### src/hdl/fdt_pkg.sv
package fdt_pkg;
  // ************************************************************
  // register map
  // ************************************************************
  localparam logic [3:0] ADDR_CTRL     = 4'h0;
  localparam logic [3:0] ADDR_FAULT    = 4'h1;
  localparam logic [3:0] ADDR_PEND     = 4'h2;
  localparam logic [3:0] ADDR_MASK     = 4'h3;
  localparam logic [3:0] ADDR_VECTOR   = 4'h4;
  localparam logic [3:0] ADDR_TIMER_A  = 4'h5;
  localparam logic [3:0] ADDR_TIMER_B  = 4'h6;
  localparam logic [3:0] ADDR_TRIGGER  = 4'h7;
  localparam logic [3:0] ADDR_CMD      = 4'h8;
  localparam logic [3:0] ADDR_FPEEK    = 4'h9;
  // ************************************************************
  // command word bits (write to ADDR_CMD)
  // ************************************************************
  localparam int CMD_CLR_FAULT = 0;
  localparam int CMD_DMA_ON    = 1;
  localparam int CMD_DMA_OFF   = 2;
  localparam int CMD_TA_START  = 3;
  localparam int CMD_TA_STOP   = 4;
  localparam int CMD_TB_START  = 5;
  localparam int CMD_TB_STOP   = 6;
  localparam int CMD_TRIG_GO   = 7;
  localparam int CMD_INT_EN    = 8;
  localparam int CMD_INT_DIS   = 9;
  // ************************************************************
  // fault bits and levels
  // ************************************************************
  localparam int FLT_EXT_ADDR  = 0;
  localparam int FLT_MEM_TO    = 3;
  localparam int FLT_IO_TO     = 5;
  localparam int FLT_MPROT     = 8;
  localparam int LVL_POWER     = 0;
  localparam int LVL_MACHINE   = 1;
  localparam int LVL_EXEC      = 5;
  localparam int LVL_TIMER_A   = 7;
  localparam int LVL_TIMER_B   = 9;
  localparam logic [15:0] UNMASKABLE  = 16'h0021;
  localparam logic [15:0] UNDISABLE   = 16'h0023;
  localparam logic [15:0] ABORT_FLTS  = 16'h0121;
  localparam logic [15:0] FIXED_FLTS  = 16'h0129;
  localparam logic [7:0]  LINK_BASE   = 8'h20;
  localparam int          TB_DIVIDE   = 10;
  // ************************************************************
  // timing
  // ************************************************************
  localparam int CLK_NS       = 20;
  localparam int TICK_NS      = 10000;
  localparam int TICK_CYCLES  = TICK_NS / CLK_NS;
endpackage : fdt_pkg

### src/hdl/fdt_logic.sv
// The register offsets and the strobed register port were chosen for this implementation.
`timescale 1ns/100ps
// What this block does
// - low fault inputs latch into fault register
// - any captured fault sets pending level one
// - standing faults set level one only once
// - vector read clears serviced pending bit
// - clear fault command rearms level one
// - faults 0,5,8 assert instruction abort
// - faults 0,5,8 blocked while buffers disabled
// - sixteen levels, zero highest, encoded
// - dma requests ignored unless permit high
// - grant low on edge after request
// - grant drives direction and disable low
// - request release drops grant next edge
// - hold lowers buffers, resets watchdog
// - timer a ticks, timer b tick/10
// - overflow sets levels seven and nine
// - freeze holds timers, blocks timer commands
// - freeze forces permit low, grant high
// - trigger counts own clock, freezable
// - trigger overflow holds expired low
// - watchdog starts on strobe, ready low stops it
// - watchdog timeout sets fault 3 or 5
// - watchdog off on disable, dma, hold
module fdt_logic
  import fdt_pkg::*;
#(
  parameter int TW = 16
) (
  // clock and reset
  input  wire logic        mclk_i,
  input  wire logic        reset_i,
  input  wire logic        clk_en_i,
  // register port
  input  wire logic [3:0]  reg_addr_i,
  input  wire logic [15:0] reg_wdata_i,
  input  wire logic        reg_wr_i,
  input  wire logic        reg_rd_i,
  output logic      [15:0] reg_rdata_o,
  // faults
  input  wire logic [7:0]  fault_n_i,
  input  wire logic        ext_address_error_in_n_i,
  input  wire logic        memory_protect_error_in_n_i,
  output logic             instruction_abort_out_n_o,
  output logic             irq_n_o,
  // dma and hold
  input  wire logic        dma_request_in_n_i,
  input  wire logic        hold_grant_in_n_i,
  output logic             dma_permit_out_o,
  output logic             dma_grant_out_n_o,
  output logic             data_direction_out_n_o,
  output logic             control_buffer_disable_n_o,
  // timers
  input  wire logic        timer_tick_in_i,
  input  wire logic        timer_freeze_in_n_i,
  input  wire logic        trigger_count_clock_i,
  output logic             trigger_expired_out_n_o,
  // watchdog
  input  wire logic        data_strobe_in_n_i,
  input  wire logic        mem_cycle_i,
  input  wire logic        external_ready_in_n_i,
  input  wire logic        timeout_disable_in_n_i
);
  initial begin
    if (TW < 2 || TW > 16) $error("fdt_logic: TW must be 2..16");
  end

  // ************************************************************
  // state
  // ************************************************************
  typedef struct packed {
    logic [15:0]   fault;
    logic [15:0]   pend;
    logic [15:0]   mask;
    logic          int_en;
    logic          armed;
    logic          abort;
    logic          permit;
    logic          grant;
    logic [TW-1:0] ta;
    logic [TW-1:0] tb;
    logic [TW-1:0] tg;
    logic          ta_run;
    logic          tb_run;
    logic          tg_exp;
    logic [3:0]    div;
    logic          tick_d;
    logic          trigger_count_clock_d;
    logic          ds_d;
    logic          wd_on;
    logic          wd_mem;
    logic [1:0]    wd_ticks;
    logic [15:0]   rdata;
  } fdt_state_t;

  fdt_state_t st;
  fdt_state_t next_st;

  // ************************************************************
  // helpers
  // ************************************************************
  function automatic logic [4:0] fdt_prio(input logic [15:0] v);
    fdt_prio = 5'h10;
    for (int i = 15; i >= 0; i--) begin
      if (v[i]) fdt_prio = 5'(i);
    end
  endfunction : fdt_prio

  logic        hold_act;
  logic        buf_dis;
  logic        frozen;
  logic [15:0] ready_int;
  logic [4:0]  vec;
  logic        tick_edge;
  logic        tb_edge;
  logic        tg_edge;
  logic [15:0] cap;
  logic        wd_timeout;

  always_comb begin
    hold_act  = !hold_grant_in_n_i;
    buf_dis   = st.grant || hold_act;
    frozen    = !timer_freeze_in_n_i;
    ready_int = st.pend & (st.mask | UNMASKABLE) &
                (st.int_en ? 16'hffff : UNDISABLE);
    vec       = fdt_prio(ready_int);
    tick_edge = timer_tick_in_i && !st.tick_d;
    tb_edge   = tick_edge && (st.div == 4'(TB_DIVIDE - 1));
    tg_edge   = trigger_count_clock_i && !st.trigger_count_clock_d;
    cap       = 16'h0000;
    cap[7:0]  = ~fault_n_i;
    cap[FLT_EXT_ADDR] = cap[FLT_EXT_ADDR] || !ext_address_error_in_n_i;
    cap[FLT_MPROT]    = !memory_protect_error_in_n_i;
    wd_timeout = st.wd_on && st.wd_ticks == 2'h2;
    if (wd_timeout) cap[st.wd_mem ? FLT_MEM_TO : FLT_IO_TO] = 1'b1;
    if (buf_dis) cap = cap & ~ABORT_FLTS;
  end

  // ************************************************************
  // next state
  // ************************************************************
  always_comb begin
    logic [15:0] c;
    c = 16'h0000;
    next_st = st;
    if (reg_wr_i && reg_addr_i == ADDR_CMD) c = reg_wdata_i;
    next_st.tick_d  = timer_tick_in_i;
    next_st.trigger_count_clock_d = trigger_count_clock_i;
    next_st.ds_d    = data_strobe_in_n_i;
    next_st.rdata   = 16'h0000;
    // faults and level one
    next_st.fault = st.fault | cap;
    if (c[CMD_CLR_FAULT]) begin
      next_st.fault = cap;
      next_st.armed = 1'b1;
    end
    if (reg_wr_i && reg_addr_i == ADDR_FAULT) next_st.fault = reg_wdata_i;
    next_st.abort = |(cap & ABORT_FLTS);
    // pending clear on vector read, set wins
    if (reg_rd_i && reg_addr_i == ADDR_VECTOR && !vec[4]) begin
      next_st.pend[vec[3:0]] = 1'b0;
    end
    if (reg_wr_i && reg_addr_i == ADDR_PEND) next_st.pend = reg_wdata_i;
    if (|cap && st.armed) begin
      next_st.pend[LVL_MACHINE] = 1'b1;
      next_st.armed = c[CMD_CLR_FAULT];
    end
    if (reg_wr_i && reg_addr_i == ADDR_MASK) next_st.mask = reg_wdata_i;
    if (c[CMD_INT_EN]) next_st.int_en = 1'b1;
    if (c[CMD_INT_DIS]) next_st.int_en = 1'b0;
    // dma
    if (c[CMD_DMA_ON]) next_st.permit = 1'b1;
    if (c[CMD_DMA_OFF]) next_st.permit = 1'b0;
    next_st.grant = !dma_request_in_n_i && st.permit && !frozen;
    if (frozen) next_st.grant = 1'b0;
    // timers
    if (!frozen) begin
      if (tick_edge) next_st.div = tb_edge ? 4'h0 : st.div + 4'h1;
      if (st.ta_run && tick_edge) begin
        next_st.ta = st.ta + 1'b1;
        if (&st.ta) next_st.pend[LVL_TIMER_A] = 1'b1;
      end
      if (st.tb_run && tb_edge) begin
        next_st.tb = st.tb + 1'b1;
        if (&st.tb) next_st.pend[LVL_TIMER_B] = 1'b1;
      end
      if (tg_edge && !st.tg_exp) begin
        next_st.tg = st.tg + 1'b1;
        if (&st.tg) next_st.tg_exp = 1'b1;
      end
      if (c[CMD_TA_START]) next_st.ta_run = 1'b1;
      if (c[CMD_TA_STOP]) next_st.ta_run = 1'b0;
      if (c[CMD_TB_START]) next_st.tb_run = 1'b1;
      if (c[CMD_TB_STOP]) next_st.tb_run = 1'b0;
      if (c[CMD_TRIG_GO]) begin
        next_st.tg = '0;
        next_st.tg_exp = 1'b0;
      end
      if (reg_wr_i && reg_addr_i == ADDR_TIMER_A) next_st.ta = TW'(reg_wdata_i);
      if (reg_wr_i && reg_addr_i == ADDR_TIMER_B) next_st.tb = TW'(reg_wdata_i);
      if (reg_wr_i && reg_addr_i == ADDR_TRIGGER) next_st.tg = TW'(reg_wdata_i);
    end
    // watchdog
    if (st.ds_d && !data_strobe_in_n_i) begin
      next_st.wd_on = 1'b1;
      next_st.wd_mem = mem_cycle_i;
      next_st.wd_ticks = 2'h0;
    end else if (st.wd_on && !external_ready_in_n_i) begin
      next_st.wd_on = 1'b0;
    end else if (wd_timeout) begin
      next_st.wd_on = 1'b0;
    end else if (st.wd_on && tick_edge) begin
      next_st.wd_ticks = st.wd_ticks + 2'h1;
    end
    if (!timeout_disable_in_n_i || buf_dis) begin
      next_st.wd_on = 1'b0;
      next_st.wd_ticks = 2'h0;
    end
    // read data
    if (reg_rd_i) begin
      unique case (reg_addr_i)
        ADDR_CTRL:    next_st.rdata = {11'h000, st.tg_exp, st.tb_run,
                                       st.ta_run, st.permit, st.int_en};
        ADDR_FAULT:   next_st.rdata = st.fault;
        ADDR_FPEEK:   next_st.rdata = st.fault;
        ADDR_PEND:    next_st.rdata = st.pend;
        ADDR_MASK:    next_st.rdata = st.mask;
        ADDR_VECTOR:  next_st.rdata = {7'h00, vec[4],
                                       LINK_BASE + {3'h0, vec[3:0], 1'b0}};
        ADDR_TIMER_A: next_st.rdata = 16'(st.ta);
        ADDR_TIMER_B: next_st.rdata = 16'(st.tb);
        ADDR_TRIGGER: next_st.rdata = 16'(st.tg);
        default:      next_st.rdata = 16'h0000;
      endcase
      if (reg_addr_i == ADDR_FAULT) next_st.fault = cap;
      if (reg_addr_i == ADDR_FAULT) next_st.armed = 1'b1;
    end
  end

  always_ff @(posedge mclk_i) begin
    if (reset_i) begin
      st        <= '0;
      st.armed  <= 1'b1;
      st.ta_run <= 1'b1;
      st.tb_run <= 1'b1;
      st.tick_d <= 1'b1;
      st.trigger_count_clock_d <= 1'b1;
      st.ds_d   <= 1'b1;
    end else if (clk_en_i) begin
      st <= next_st;
    end
  end

  // ************************************************************
  // outputs
  // ************************************************************
  assign reg_rdata_o                = st.rdata;
  assign instruction_abort_out_n_o  = !st.abort;
  assign irq_n_o                    = vec[4];
  assign dma_permit_out_o           = st.permit && !frozen;
  assign dma_grant_out_n_o          = !st.grant;
  assign data_direction_out_n_o     = !buf_dis;
  assign control_buffer_disable_n_o = !buf_dis;
  assign trigger_expired_out_n_o    = !st.tg_exp;

  logic c_go;
  assign c_go = reg_wr_i && reg_addr_i == ADDR_CMD && reg_wdata_i[CMD_TRIG_GO];

  logic c_go_dma_on;
  assign c_go_dma_on = reg_wr_i && reg_addr_i == ADDR_CMD
                       && reg_wdata_i[CMD_DMA_ON] && !reg_wdata_i[CMD_DMA_OFF];
endmodule : fdt_logic

### config.mk
export PLATFORM = sky130hd
export DESIGN_NAME = fdt_logic
export DESIGN_NICKNAME = d
export VERILOG_FILES = /design/src/hdl/fdt_pkg.sv /design/src/hdl/fdt_logic.sv
export SDC_FILE = /design/constraint.sdc
export NUM_CORES = 1
export LEC_CHECK = 0
export ABC_AREA = 1
export CORE_ASPECT_RATIO = 1.75
export CORE_MARGIN = 2
export CORE_UTILIZATION = 60
export DETAILED_ROUTE_END_ITERATION = 7
export DONT_BUFFER_PORTS = 1
export PLACE_DENSITY = 0.76
export SYNTH_ARGS = -nofsm -noshare
export SYNTH_HDL_FRONTEND = slang
export SYNTH_SLANG_ARGS = --single-unit
export TNS_END_PERCENT = 50
### constraint.sdc
create_clock -name mclk_i -period 3.38 [get_ports mclk_i]
set_input_delay 0.169 -clock mclk_i [delete_from_list [all_inputs] [get_ports mclk_i]]
set_output_delay 0.169 -clock mclk_i [all_outputs]
set_load 0.02 [all_outputs]
=== After elaboration in Yosys (flattened, before gate mapping) ===
Cells that the tools add are included.

* Order comparisons: 4
* Multiplexer cells: 73
* $add $sub $neg: 6
* Reductions and logical operators: 77
* Equality and inequality tests: 13
* Bitwise operators: 7

{| class="wikitable"
|+ Operators with widths
! operator !! count
|-
| 16-bit 2-to-1 mux || 16
|-
| 16-bit case mux with 8 select lines || 1
|-
| 5-bit 2-to-1 mux || 16
|-
| 16-bit by 1-bit adder with 16-bit output, second input constant || 3
|-
| 16-bit bitwise AND || 3
|-
| 16-bit AND reduction || 3
|-
| 1-bit 2-to-1 mux || 29
|-
| 1-bit logical AND || 25
|-
| 3-bit AND reduction || 6
|-
| 2-bit nonzero test || 9
|-
| 4-bit by 3-bit equality test with 1-bit output, second input constant || 4
|-
| 16-bit NOT || 1
|-
| 16-bit bitwise OR || 1
|-
| 9-bit by 16-bit bitwise OR with 16-bit output || 1
|-
| 16-bit OR reduction || 1
|-
| 1-bit logical NOT || 14
|-
| 2-bit AND reduction || 7
|-
| 4-bit equality test, second input constant || 3
|-
| 10-bit 2-to-1 mux || 1
|-
| 2-bit 2-to-1 mux || 5
|-
| 9-bit 2-to-1 mux || 1
|-
| 3-bit nonzero test || 3
|-
| 1-bit demux with 4-bit select || 2
|-
| 4-bit by 2-bit equality test with 1-bit output, second input constant || 2
|-
| other kinds (20) || 23
|}

* Output and inout port bits: 23
* Bits of input ports: 44
* Logic and storage cells: 204
* Flip-flop bits (word level): 131

=== Longest topological paths before layout ===
* Depth in word-level cells: 29
* Depth in mapped cells: 20
* Depth with buffers taken out: 20

=== Least setup slack after synthesis ===
Ideal clock, no wire load.

* Path type: register to register
* Start point: register st[82] in the netlist's numbering
* End point: register st[109] in the netlist's numbering
* Slack: 1596 ps
* Clock period less this slack: 1784 ps
* Buffers on the path: 2
* Required time: 3312 ps
* Library setup time: 68 ps
* Data arrival time: 1716 ps
* Stages on the path, launching flop included: 14
* Cell sequence: dfxtp_1 -> buf_6 -> nand3_1 -> nand2_1 -> nor2_2 -> inv_2 -> nor3_4 -> nor3_4 -> nand2_4 -> nand2_2 -> buf_6 -> nand2_1 -> nand2_1 -> a21oi_2

* Elaborated cells between the ends (all ways): 31
* Those cells by class: order compare: 2; mux: 21; bitwise: 3; reduce/logical: 5

{| class="wikitable"
|+ RTL lines
! item !! RTL line !! text
|-
| from (decl) || fdt_logic.sv:97 || <nowiki>fdt_state_t st;</nowiki>
|-
| from (signal assigned) || fdt_logic.sv:251 || <nowiki>st <= next_st;</nowiki>
|-
| 16-bit 2-to-1 mux (*) || fdt_logic.sv:126 || <nowiki>(st.int_en ? 16'hffff : UNDISABLE);</nowiki>
|-
| 16-bit bitwise AND (*) || fdt_logic.sv:125 || <nowiki>ready_int = st.pend & (st.mask | UNMASKABLE) &</nowiki>
|-
| 5-bit 2-to-1 mux (13 in a row) || fdt_logic.sv:106 || <nowiki>if (v[i]) fdt_prio = 5'(i);</nowiki>
|-
| 5-bit 2-to-1 mux (*) (3 in a row) || fdt_logic.sv:106 ||
|-
| via irq_n_o || fdt_logic.sv:46 || <nowiki>output logic irq_n_o,</nowiki>
|-
| 1-bit logical NOT (*) || fdt_logic.sv:161 || <nowiki>if (reg_rd_i && reg_addr_i == ADDR_VECTOR && !vec[4]) begin</nowiki>
|-
| 1-bit logical AND (*) || fdt_logic.sv:161 ||
|-
| 2-bit nonzero test (no source line) (*) || n/a ||
|-
| 2-bit AND reduction (no source line) (*) || n/a ||
|}

Mark *: on every way through the listed nets, which the timed path passes. The rest lies on a longest branch. The select of a mux whose other input is x is not followed.
A chain may end at the register's enable or synchronous reset.

=== Worst setup path in the final report ===
* Start point: register st[82] in the netlist's numbering
* End point: register st[114] in the netlist's numbering

Same word-level chain as after synthesis.

==> metrics.cfg <==
[run_status]
status=finished with violations
violations=negative hold slack

[worst_hold_path]
hold_start=reg_wdata_i[6]
holdPathStages=2
hold-path-endpoint=st[52]
hp-class=in -> reg

[final_layout]
syn2layout_area_growth_pct=10.18
fin_area_um2=8613
nets=1166
drive_above_1_share_pct=11.34
post-route-util_pct=67.29

[logic_synthesis]
syn_area_um2=7817
synth_area_leaders=dfxtp_1 34%, nand2_1 10%, a21oi_1 7.8%
syn_area_per_cell_um2=6.955
ys_types=59
yosys_warnings=0
synth_top_area_share_pct=33.55
synth_top_cell_by_area=dfxtp_1
synth_commonest_cells=218 x nand2_1, 136 x inv_1, 131 x dfxtp_1
synth_nets=1174
synth-seq-cells=131
synth_most_common_cell=nand2_1
ys.flop_type=dfxtp_1
synthCells=1124
synth_edf_count=0
synth_seq_area_share_pct=33.55
async_flop_share_pct=0

[clock_tree]
ctsHtreeMaxLevel=4
clkLatencyLatePin_ns=0.43
clock_path_buffers=2
clk_pin_slew_worst_paths_ns=0.06
numCtsBuffers=17
cts_tree=done
clockRootBuffer=clkbuf_16
clock-sinks=131

[power_and_ir_drop]
power_density_nw_per_um2=426.5
peakVddDrop_mv=0.3597
p_leak_nw=3.137

[global_route]
track_usage_pct=37.89
grt_pass1_wl_um=41120
gr-total-overflow=0
grt_antenna_before_repair=0
grt_pass1_vias=7765
grt_start_max_net_pins=90

[detailed_routing]
dr.first_iter.drc_count=859
wl_um=26520
wl_per_cell_um=20.37
drc=0
antenna_left=0
via_per_inst=6.261
firstDrtPassIters=5
via_count=8152

[worst_setup_path]
worstSetupStartpointType=register
worstReg2RegStart=st[82]
critPathArrivalTime_ns=3.26
rrSetupSlack_ns=0.43
reg2reg_depth=12
path_max_fanout=16
r2r_end=st[114]
worst_ep_required_time_ns=3.70
crit_type=reg -> reg
crit_path_end_kind=register

[floorplan]
core_area_um2=12800
dieArea_um2=13990
die_w_um=90.29
die_h_um=155
ios=67
start_util_pct=61.08
placementRows=55

[placement]
gp_congestion=1.006
hpwlAfterDp_um=18210
dp_slack_ns=0.8053
io_buffers=0
dpl-instance-area_um2=7744

[sta]
finalCritPeriodShare_pct=87.21
worst_pin_slew_ns=0.9177
fmax_ghz=0.3392
setup_viol=0
final.setup.tns_ns=0
hold_viol=3
worst_slack_ns=0.4321
min_period_ns=2.948
slew_headroom_pct=38.62
skew_ns=0.009855
rsz0062_at_grt=no
holdWs_ns=-0.004365
drv_slew=0

[job]
maxCapViolations=0

-- where the power goes --
| part | internal (mW) | switching, mW | leakage (nW) |
|---|---|---|---|
| clock | 1.04 | 0.765 | 0.267 |
| sequential | 1.57 | 0.0229 | 1.06 |
| combinational | 0.0842 | 0.189 | 1.81 |
-- state kept, by name, summed over array words and instances, names as in the netlist --
signal       cells
reg_rdata_o     16
st             115
-- logic make-up after synthesis --
family	after synthesis	share of synthesized area [%]
and+or+nand+nor	394	23.29
AOI/OAI and AO/OA	358	28.47
buffers and inverters	222	12.28
DFF	131	33.55
xor gates and xnor gates	13	1.456
adders and majority gates	6	0.9603
-- placed cells by master, fill, tap and decap left out, types with 8 or more instances in the layout --
cell,netlist,routed
a211oi_2,9,9
nand2_1,218,218
a221oi_1,11,11
nor2_1,74,74
nand4_1,9,9
dlygate4sd3_1,0,27
a21oi_1,122,122
a211oi_1,9,9
inv_1,136,136
a22oi_1,11,11
nor3_1,8,8
inv_2,18,18
nand3_1,40,40
buf_4,21,12
o211ai_1,15,15
nor2_2,11,11
o31ai_1,8,8
xor2_1,11,11
clkbuf_16,0,17
o21ai_1,9,9
o21ai_0,99,99
dfxtp_1,131,130
o22ai_1,19,19
-- through the flow --
stage | power (mW) | std cells
after floorplan | 1.795 | 1124
after global placement | 1.821 | 1240
after detailed placement | 1.824 | 1240
after CTS | 3.658 | 1300
after global routing | 3.753 | 1300
final | 3.674 | 1302
-- final cells by class --
type                            count  area (um^2)
Sequential cell                   131         2624
Fill cell                        1207         4187
Clock inverter                     13        122.6
Antenna cell                        2        5.005
Inverter                          155        581.8
Timing Repair Buffer               40        387.9
Clock buffer                       19        442.9
Multi-Input combinational cell    771         4235
Tap cell                          171        214.0
-- repair_timing --
| action | 4_1_cts | 5_1_grt |
|---|---|---|
| endpoints found under the hold margin | 123 | 0 |
| hold buffers | 28 | 0 |
| buffers inserted | 0 | 0 |
| resized for setup | 0 | 1 |
| endpoints found under the setup margin | 0 | 1 |
-- worst max-delay path, stage by stage (launching register included) --
cell	delay [ns]
dfxtp_2	0.55
nand2_1	0.11
o21ai_0	0.25
nor2_1	0.11
inv_1	0.13
nor3_4	0.09
nor3_4	0.49
nand2_4	0.08
nand2_2	0.25
nand2_1	0.09
nand2_1	0.07
a21oi_2	0.04
dlygate4sd3_1	0.56
-- worst max path at each step --
| stage | from | end | cells after the start | slack [ns] |
|---|---|---|---|---|
| after global routing | st[82] | st[114] | 12 | 0.17 |
| final | st[82] | st[114] | 12 | 0.43 |
| after CTS | st[82] | st[114] | 12 | 0.26 |
| after detailed placement | st[82] | st[113] | 11 | 0.81 |
| after floorplan | st[82] | st[109] | 13 | 1.60 |
| after global placement | st[82] | st[113] | 11 | 0.89 |
-- layer usage --
layer	wire, um	GRT usage [%]
met1	9439	41.60
met3	2147	7.603
met2	12900	64.80
met4	2028	27.47
met5	0	0
Note: power is estimated with default switching activity, not from simulation.
